### config.mk
export PLATFORM = sky130hd
export DESIGN_NAME = rlo_regs_top
export DESIGN_NICKNAME = d
export VERILOG_FILES = /design/src/hw/rlo_pkg.sv /design/src/hw/rlo_regs_top.sv /design/src/hw/rlo_mix_input_reg.sv
export SDC_FILE = /design/constraint.sdc
export NUM_CORES = 1
export LEC_CHECK = 0
export BUFFER_PORTS_ARGS = -buffer_cell sky130_fd_sc_hd__buf_2
export CAP_MARGIN = 15
export CORE_MARGIN = 2
export CORE_UTILIZATION = 45
export CTS_BUF_LIST = sky130_fd_sc_hd__clkbuf_8
export DETAILED_ROUTE_END_ITERATION = 8
export GPL_ROUTABILITY_DRIVEN = 0
export PLACE_DENSITY = 0.77
export SKIP_CTS_REPAIR_TIMING = 1
export SLEW_MARGIN = 10
export SYNTH_ARGS = -nofsm -noshare
export SYNTH_HDL_FRONTEND = slang
export SYNTH_HIERARCHICAL = 1
export SYNTH_SLANG_ARGS = --single-unit
### constraint.sdc
create_clock -name CLK -period 2.3 [get_ports CLK]
set_input_delay 0.115 -clock CLK [delete_from_list [all_inputs] [get_ports CLK]]
set_output_delay 0.115 -clock CLK [all_outputs]
set_load 0.02 [all_outputs]
### src/hw/rlo_pkg.sv
// package for the right line-output mixer register slice
// assumes an apb master with 32-bit data and an analog side that reports live status
package rlo_pkg;

	// register indices, byte address is four times the index
	localparam logic [7:0] RLO_IDX_LEFT_DAC = 8'h59;
	localparam logic [7:0] RLO_IDX_LINE_TWO = 8'h5a;
	localparam logic [7:0] RLO_IDX_GAIN_STAGE = 8'h5b;
	localparam logic [7:0] RLO_IDX_RIGHT_DAC = 8'h5c;
	localparam logic [7:0] RLO_IDX_LEVEL_CTRL = 8'h5d;
	localparam logic [7:0] RLO_IDX_POWER_STAT = 8'h5e;

	// apb address layout
	localparam int RLO_ADDR_W = 10;
	localparam int RLO_DATA_W = 32;
	localparam int RLO_REG_W = 8;
	localparam logic [1:0] RLO_WORD_ALIGN = 2'h0;

	// mixer-input register fields
	localparam int RLO_ROUTE_BIT = 7;
	localparam int RLO_VOL_MSB = 6;
	localparam int RLO_VOL_LSB = 0;
	localparam int RLO_VOL_W = 7;
	localparam logic RLO_ROUTE_RST = 1'h0;
	localparam logic [6:0] RLO_VOL_RST = 7'h00;

	// output level control fields
	localparam int RLO_LEVEL_MSB = 7;
	localparam int RLO_LEVEL_LSB = 4;
	localparam int RLO_LEVEL_W = 4;
	localparam int RLO_UNMUTE_BIT = 3;
	localparam int RLO_LVL_RSV_BIT = 2;
	localparam int RLO_PENDING_BIT = 1;
	localparam int RLO_LINE_PWR_BIT = 0;
	localparam logic [3:0] RLO_LEVEL_RST = 4'h0;
	localparam logic [3:0] RLO_LEVEL_MAX = 4'h9;
	localparam logic RLO_UNMUTE_RST = 1'h0;
	localparam logic RLO_PENDING_RST = 1'h1;
	localparam logic RLO_RSV_VALUE = 1'h0;

	// power status fields
	localparam int RLO_PS_LEFT_DAC_BIT = 7;
	localparam int RLO_PS_RIGHT_DAC_BIT = 6;
	localparam int RLO_PS_RSV_HI_BIT = 5;
	localparam int RLO_PS_LEFT_LINE_BIT = 4;
	localparam int RLO_PS_RIGHT_LINE_BIT = 3;
	localparam int RLO_PS_LEFT_HP_BIT = 2;
	localparam int RLO_PS_RIGHT_HP_BIT = 1;
	localparam int RLO_PS_RSV_LO_BIT = 0;

	localparam logic [31:0] RLO_ZERO_WORD = 32'h0000_0000;
	localparam logic [7:0] RLO_ZERO_BYTE = 8'h00;

	typedef struct packed {
		logic route;
		logic [6:0] vol;
	} rlo_mix_s;

	typedef struct packed {
		logic [3:0] level;
		logic unmute;
	} rlo_out_ctrl_s;

	typedef struct packed {
		logic left_dac;
		logic right_dac;
		logic left_line_output;
		logic right_line_output;
		logic left_headphone_driver;
		logic right_headphone_driver;
	} rlo_power_s;

	typedef enum logic [1:0] {
		RLO_IDLE = 2'b01,
		RLO_ACCESS = 2'b10
	} rlo_apb_e;

endpackage : rlo_pkg

### src/hw/rlo_regs_top.sv
// apb register slice for the right line-output mixer, level, mute and power status
// assumes status inputs are synchronous to CLK and held as live levels by the analog side
//
// Overview of operation
// - left dac path route enable bit 7, volume bits 6..0, reset zero
// - right line input two route enable bit 7, volume bits 6..0, reset zero
// - right input gain stage route bit 7, volume bits 6..0, reset zero
// - right dac path route enable bit 7, volume bits 6..0, reset zero
// - level field bits 7..4, reset 0000, codes 0..9 give 0..9 dB
// - bit 3 is mute control, 0 mutes, 1 plays
// - level register bit 2 reserved, reads 0, writes ignored
// - bit 1 reads 1 from reset while programmed gains still pending
// - bit 0 reads 1 only when right line output fully powered
// - power status bit 7 left dac, bit 6 right dac powered
// - power status bit 5 reserved, reads zero
// - power status bit 4 shows left line output driver powered
// - power status bit 3 shows right line output fully powered
// - bits 2 and 1 show left and right headphone drivers powered
// - power status bit 0 reserved, reads zero
//
// The implementer's own choice: the APB slave port.
`timescale 1ns/1ps
`default_nettype none
module rlo_regs_top
	import rlo_pkg::*;
(
	input wire logic CLK,
	input wire logic RST_N,
	input wire logic PSEL,
	input wire logic PENABLE,
	input wire logic PWRITE,
	input wire logic [RLO_ADDR_W-1:0] PADDR,
	input wire logic [RLO_DATA_W-1:0] PWDATA,
	input wire logic [3:0] PSTRB,
	output logic [RLO_DATA_W-1:0] PRDATA,
	output logic PREADY,
	output logic PSLVERR,
	input wire rlo_power_s POWER_STATUS,
	input wire logic GAIN_APPLIED,
	output rlo_mix_s MIX_LEFT_DAC_PATH,
	output rlo_mix_s MIX_RIGHT_LINE_INPUT_TWO,
	output rlo_mix_s MIX_RIGHT_INPUT_GAIN_STAGE,
	output rlo_mix_s MIX_RIGHT_DAC_PATH,
	output rlo_out_ctrl_s RIGHT_LINE_OUTPUT_CTRL,
	output logic GAIN_UPDATE
);

	rlo_apb_e state;
	rlo_apb_e next_state;

	logic setup_phase;
	logic access_done;
	logic addr_aligned;
	logic [7:0] reg_index;
	logic sel_left_dac;
	logic sel_line_two;
	logic sel_gain_stage;
	logic sel_right_dac;
	logic sel_level_ctrl;
	logic sel_power_stat;
	logic addr_mapped;
	logic wr_commit;
	logic lane0_wr;
	logic [7:0] wr_byte;
	logic wr_left_dac;
	logic wr_line_two;
	logic wr_gain_stage;
	logic wr_right_dac;
	logic wr_level_ctrl;
	logic gain_write;
	logic gain_pending;
	logic [7:0] next_level_byte;
	logic [7:0] next_power_byte;
	logic [7:0] read_byte;
	rlo_power_s power_q;
	rlo_out_ctrl_s out_ctrl;

	// address decode, only aligned words inside the slice are mapped
	assign addr_aligned = (PADDR[1:0] == RLO_WORD_ALIGN);
	assign reg_index = PADDR[RLO_ADDR_W-1:2];
	assign sel_left_dac = addr_aligned && (reg_index == RLO_IDX_LEFT_DAC);
	assign sel_line_two = addr_aligned && (reg_index == RLO_IDX_LINE_TWO);
	assign sel_gain_stage = addr_aligned && (reg_index == RLO_IDX_GAIN_STAGE);
	assign sel_right_dac = addr_aligned && (reg_index == RLO_IDX_RIGHT_DAC);
	assign sel_level_ctrl = addr_aligned && (reg_index == RLO_IDX_LEVEL_CTRL);
	assign sel_power_stat = addr_aligned && (reg_index == RLO_IDX_POWER_STAT);
	assign addr_mapped = sel_left_dac || sel_line_two || sel_gain_stage
		|| sel_right_dac || sel_level_ctrl || sel_power_stat;

	// apb phase tracking
	assign setup_phase = PSEL && !PENABLE && (state == RLO_IDLE);
	assign access_done = PSEL && PENABLE && PREADY;

	always_comb begin
		next_state = state;
		unique case (state)
			RLO_IDLE: begin
				if (setup_phase) begin
					next_state = RLO_ACCESS;
				end
			end
			RLO_ACCESS: begin
				if (access_done) begin
					next_state = RLO_IDLE;
				end
			end
			default: begin
				next_state = RLO_IDLE;
			end
		endcase
	end

	always_ff @(posedge CLK) begin
		if (!RST_N) begin
			state <= RLO_IDLE;
		end else begin
			state <= next_state;
		end
	end

	// ready rises for the access phase only, so every transfer takes two cycles
	always_ff @(posedge CLK) begin
		if (!RST_N) begin
			PREADY <= 1'b0;
		end else if (setup_phase) begin
			PREADY <= 1'b1;
		end else if (access_done) begin
			PREADY <= 1'b0;
		end
	end

	// unmapped or misaligned addresses answer with an error and have no effect
	always_ff @(posedge CLK) begin
		if (!RST_N) begin
			PSLVERR <= 1'b0;
		end else if (setup_phase) begin
			PSLVERR <= !addr_mapped;
		end else if (access_done) begin
			PSLVERR <= 1'b0;
		end
	end

	// a write lands only at the completing edge and only through byte lane zero
	assign wr_commit = access_done && PWRITE && !PSLVERR;
	assign lane0_wr = wr_commit && PSTRB[0];
	assign wr_byte = PWDATA[RLO_REG_W-1:0];
	assign wr_left_dac = lane0_wr && sel_left_dac;
	assign wr_line_two = lane0_wr && sel_line_two;
	assign wr_gain_stage = lane0_wr && sel_gain_stage;
	assign wr_right_dac = lane0_wr && sel_right_dac;
	assign wr_level_ctrl = lane0_wr && sel_level_ctrl;
	assign gain_write = wr_left_dac || wr_line_two || wr_gain_stage
		|| wr_right_dac || wr_level_ctrl;

	rlo_mix_input_reg u_left_dac_path (
		.clk(CLK),
		.rst_n(RST_N),
		.wr_en(wr_left_dac),
		.wr_byte(wr_byte),
		.q(MIX_LEFT_DAC_PATH)
	);

	rlo_mix_input_reg u_right_line_input_two (
		.clk(CLK),
		.rst_n(RST_N),
		.wr_en(wr_line_two),
		.wr_byte(wr_byte),
		.q(MIX_RIGHT_LINE_INPUT_TWO)
	);

	rlo_mix_input_reg u_right_input_gain_stage (
		.clk(CLK),
		.rst_n(RST_N),
		.wr_en(wr_gain_stage),
		.wr_byte(wr_byte),
		.q(MIX_RIGHT_INPUT_GAIN_STAGE)
	);

	rlo_mix_input_reg u_right_dac_path (
		.clk(CLK),
		.rst_n(RST_N),
		.wr_en(wr_right_dac),
		.wr_byte(wr_byte),
		.q(MIX_RIGHT_DAC_PATH)
	);

	// level and mute; codes above nine are stored as written, the analog side decides
	always_ff @(posedge CLK) begin
		if (!RST_N) begin
			out_ctrl.level <= RLO_LEVEL_RST;
			out_ctrl.unmute <= RLO_UNMUTE_RST;
		end else if (wr_level_ctrl) begin
			out_ctrl.level <= wr_byte[RLO_LEVEL_MSB:RLO_LEVEL_LSB];
			out_ctrl.unmute <= wr_byte[RLO_UNMUTE_BIT];
		end
	end

	assign RIGHT_LINE_OUTPUT_CTRL = out_ctrl;

	// pending gains: set by any gain write, cleared by the analog side's applied pulse
	// set wins, so a write in the same cycle as the pulse stays pending
	always_ff @(posedge CLK) begin
		if (!RST_N) begin
			gain_pending <= RLO_PENDING_RST;
		end else if (gain_write) begin
			gain_pending <= 1'b1;
		end else if (GAIN_APPLIED) begin
			gain_pending <= 1'b0;
		end
	end

	// tells the analog side new gain targets exist, one cycle after the write
	always_ff @(posedge CLK) begin
		if (!RST_N) begin
			GAIN_UPDATE <= 1'b0;
		end else begin
			GAIN_UPDATE <= gain_write;
		end
	end

	// live power status, sampled every cycle so reads show state at most two cycles old
	always_ff @(posedge CLK) begin
		if (!RST_N) begin
			power_q <= '0;
		end else begin
			power_q <= POWER_STATUS;
		end
	end

	// read images; reserved bits are constants so writes cannot reach them
	always_comb begin
		next_level_byte = RLO_ZERO_BYTE;
		next_level_byte[RLO_LEVEL_MSB:RLO_LEVEL_LSB] = out_ctrl.level;
		next_level_byte[RLO_UNMUTE_BIT] = out_ctrl.unmute;
		next_level_byte[RLO_LVL_RSV_BIT] = RLO_RSV_VALUE;
		next_level_byte[RLO_PENDING_BIT] = gain_pending;
		next_level_byte[RLO_LINE_PWR_BIT] = power_q.right_line_output;
	end

	always_comb begin
		next_power_byte = RLO_ZERO_BYTE;
		next_power_byte[RLO_PS_LEFT_DAC_BIT] = power_q.left_dac;
		next_power_byte[RLO_PS_RIGHT_DAC_BIT] = power_q.right_dac;
		next_power_byte[RLO_PS_RSV_HI_BIT] = RLO_RSV_VALUE;
		next_power_byte[RLO_PS_LEFT_LINE_BIT] = power_q.left_line_output;
		next_power_byte[RLO_PS_RIGHT_LINE_BIT] = power_q.right_line_output;
		next_power_byte[RLO_PS_LEFT_HP_BIT] = power_q.left_headphone_driver;
		next_power_byte[RLO_PS_RIGHT_HP_BIT] = power_q.right_headphone_driver;
		next_power_byte[RLO_PS_RSV_LO_BIT] = RLO_RSV_VALUE;
	end

	always_comb begin
		read_byte = RLO_ZERO_BYTE;
		if (sel_left_dac) begin
			read_byte = MIX_LEFT_DAC_PATH;
		end else if (sel_line_two) begin
			read_byte = MIX_RIGHT_LINE_INPUT_TWO;
		end else if (sel_gain_stage) begin
			read_byte = MIX_RIGHT_INPUT_GAIN_STAGE;
		end else if (sel_right_dac) begin
			read_byte = MIX_RIGHT_DAC_PATH;
		end else if (sel_level_ctrl) begin
			read_byte = next_level_byte;
		end else if (sel_power_stat) begin
			read_byte = next_power_byte;
		end
	end

	// read data is captured at setup; status is at most two cycles old when taken
	always_ff @(posedge CLK) begin
		if (!RST_N) begin
			PRDATA <= RLO_ZERO_WORD;
		end else if (setup_phase && !PWRITE && addr_mapped) begin
			PRDATA <= {{(RLO_DATA_W-RLO_REG_W){1'b0}}, read_byte};
		end else if (setup_phase) begin
			PRDATA <= RLO_ZERO_WORD;
		end
	end

endmodule : rlo_regs_top
`default_nettype wire

### src/hw/rlo_mix_input_reg.sv
// one mixer-input register: route enable plus 7-bit volume code
// assumes the parent decodes the write and hands over byte lane zero
`timescale 1ns/1ps
`default_nettype none
module rlo_mix_input_reg
	import rlo_pkg::*;
(
	input wire logic clk,
	input wire logic rst_n,
	input wire logic wr_en,
	input wire logic [7:0] wr_byte,
	output rlo_mix_s q
);

	always_ff @(posedge clk) begin
		if (!rst_n) begin
			q.route <= RLO_ROUTE_RST;
			q.vol <= RLO_VOL_RST;
		end else if (wr_en) begin
			q.route <= wr_byte[RLO_ROUTE_BIT];
			q.vol <= wr_byte[RLO_VOL_MSB:RLO_VOL_LSB];
		end
	end

endmodule : rlo_mix_input_reg
`default_nettype wire

==> flow_summary.json <==
{
  "status": "complete, no violations",
  "ys_seq_area_share_pct": 39.67,
  "diodes": 0,
  "die-area_mm2": 0.007048,
  "place_worst_setup_slack_ns": 0.5411,
  "dp_hpwl_um": 5310,
  "fin_ws_ns": 0.5302,
  "path_cells": "and3_1 -> and4_1 -> and3_1 -> buf_4 -> mux2i_1 -> nor2b_1",
  "synth_flop_cell": "dfxtp_1",
  "rows": 29,
  "cp_data_required_time_ns": 2.53,
  "final_common_cell": "buf_2",
  "max_slew.worst_pin.slew_ns": 0.4986,
  "slew_headroom_pct": 66.64,
  "drive_above_1_share_pct": 32.05,
  "drc": 0,
  "dp_cells": 445,
  "cts_root_buf": "clkbuf_8",
  "numPortBuffers": 78,
  "nets": 443,
  "min_period_ns": 1.770,
  "totalWireLength_um": 7236,
  "fp.dieH_um": 83.95,
  "maxCapViolations": 0,
  "worstSetupStartpointType": "flip-flop",
  "skew_ns": 0.007022,
  "drt_iter0_drc": 190,
  "synthArstFlopShare_pct": 0,
  "crit_fanout": 5,
  "grt_pass1_wl_um": 11470,
  "cts_buffer_depth": 2,
  "grt_pass1_vias": 2268,
  "ys_seq_elements": 57,
  "vias": 2391,
  "final_util_pct": 55.49,
  "hp-class": "input port to flip-flop",
  "wl_per_cell_um": 15.49,
  "rsz0062_at_grt": "no",
  "final_hold_viol_count": 0,
  "setup_viol": 0,
  "tns_ns": 0,
  "critPathMostFrequentCell": "and3_1",
  "crit_slowest_cell": "dfxtp_1",
  "cellLeakagePower_uw": 0.001506,
  "grt_usage_pct": 21.08,
  "antenna_left": 0,
  "critPathCaptureType": "flip-flop",
  "grt_max_degree": 42,
  "yosysUniqueCellTypes": 50,
  "vdd_drop_max_mv": 0.4809,
  "area_growth_pct": 21.10,
  "fmax_mhz": 565.0,
  "die_w_um": 83.95,
  "syn_inst": 297,
  "cp_slowest_stage_delay_ns": 0.37,
  "power_density_mw_per_mm2": 602.0,
  "critPathArrivalTime_ns": 2.00,
  "synth_warnings": 6,
  "grt_overflow_total": 0,
  "syn_area_per_cell_um2": 9.685,
  "start_util_pct": 45.82,
  "synth_edf_count": 0,
  "syn_area_mm2": 0.002877,
  "final_cell_mix": "buf_2, dfxtp_1, nor2b_1",
  "min_period_over_period_pct": 76.95,
  "core_mm2": 0.006277,
  "htree_levels": 3,
  "viasPerCell": 5.120,
  "finalMaxSlewViolations": 0,
  "cts_tree": "done",
  "instances_no_fill": 467,
  "antenna_found_initial": 0,
  "cts-buffers-inserted": 9,
  "clk_pin_slew_ns": 0.06,
  "firstDrtPassIters": 4,
  "critical_path_class": "flip-flop to flip-flop",
  "pin_count": 130,
  "clk_latency_ns": 0.34,
  "cts.sink_count": 57
}
==> routing by layer <==
| layer | global-route usage (%) | vias up | wire, um |
|---|---|---|---|
| met5 | 0 | - | 0 |
| met4 | 12.32 | 0 | 182 |
| met3 | 4.748 | 15 | 402 |
| met2 | 32.65 | 95 | 3437 |
| met1 | 26.81 | 1116 | 3213 |
| li1 | - | 1165 | - |
==> worst max-delay path, delay by kind of cell (launching register included) <==
kind / cells / cell delay (ns)
buf+inv: 1 / 0.23
flops: 1 / 0.37
mux: 1 / 0.22
simple gates: 4 / 0.83
==> path summary, 6_finish.rpt <==
kind              from                        end  slack, ns  depth (start not counted)
max             PREADY      u_right_dac_path/q[1]       0.53                          6
min          PWDATA[3]  RIGHT_LINE_OUTPUT_CTRL[0]       0.07                          3
max reg2reg     PREADY      u_right_dac_path/q[1]       0.53                          6
min reg2reg  PRDATA[2]                  PRDATA[2]       0.44                          2
==> final cells by class <==
class | count | area, um2
clock buffer | 13 | 178.9
clock inverter | 3 | 13.76
fill | 580 | 2794
inverter | 8 | 30.03
multi-input combinational | 214 | 1490
sequential | 57 | 1141
tap | 77 | 96.34
timing repair buffer | 95 | 533.0
==> registers in the layout, indices dropped and copies added (netlist names) <==
name	count
next_power_byte	5
RIGHT_LINE_OUTPUT_CTRL	5
u_right_line_input_two/q	8
state	2
PSLVERR	1
u_right_dac_path/q	8
u_left_dac_path/q	8
GAIN_UPDATE	1
gain_pending	1
PREADY	1
next_level_byte	1
u_right_input_gain_stage/q	8
PRDATA	8
==> stage by stage <==
stage | total power, uW | hold slack (ns) | area (um2)
floorplan | 1184 | 0.2423 | 2963
global placement | 1216 | 0.3236 | 3231
detailed placement | 1220 | 0.3231 | 3231
CTS | 2110 | -0.04070 | 3423
global route | 2190 | 0.05896 | 3483
finish | 2097 | 0.07252 | 3483
==> where the power goes <==
part / leakage [uW] / internal (uW) / switching (uW)
clock network: 0.000107 / 501 / 388
registers: 0.000462 / 998 / 6.18
logic: 0.000938 / 76.3 / 127
total: 0.00151 / 1580 / 521
==> synthesized netlist by cell type (2+ instances only) <==
library cell,number,share of area (%)
and3_1,3,0.65
nand3b_1,2,0.52
mux2_2,6,2.3
o21ai_0,10,1.7
a22oi_1,4,1.0
nand2b_1,5,1.1
o21ai_1,6,1.0
o22a_1,2,0.61
inv_2,2,0.26
and2_1,7,1.5
a21o_1,3,0.78
a221oi_1,3,0.91
mux2i_1,35,12
dfxtp_1,57,40
nand2_1,14,1.8
nor4b_1,2,0.61
a21oi_1,10,1.7
o221ai_1,2,0.61
buf_6,5,2.0
and4bb_2,2,0.87
nand3_1,9,1.6
buf_4,31,8.1
buf_2,5,0.87
inv_1,5,0.65
nor2b_1,36,7.8
nor2_1,7,0.91
==> cell families after synthesis <==
group | Yosys count | share of synthesized area (%)
buffers and inverters | 49 | 11.96
AND/OR/NAND/NOR | 97 | 20.79
flip-flops | 57 | 39.67
other | 1 | 0.1304
AO/OA/AOI/OAI | 50 | 12.01
multiplexers | 43 | 15.44
Power figures use the tool's default switching activity.
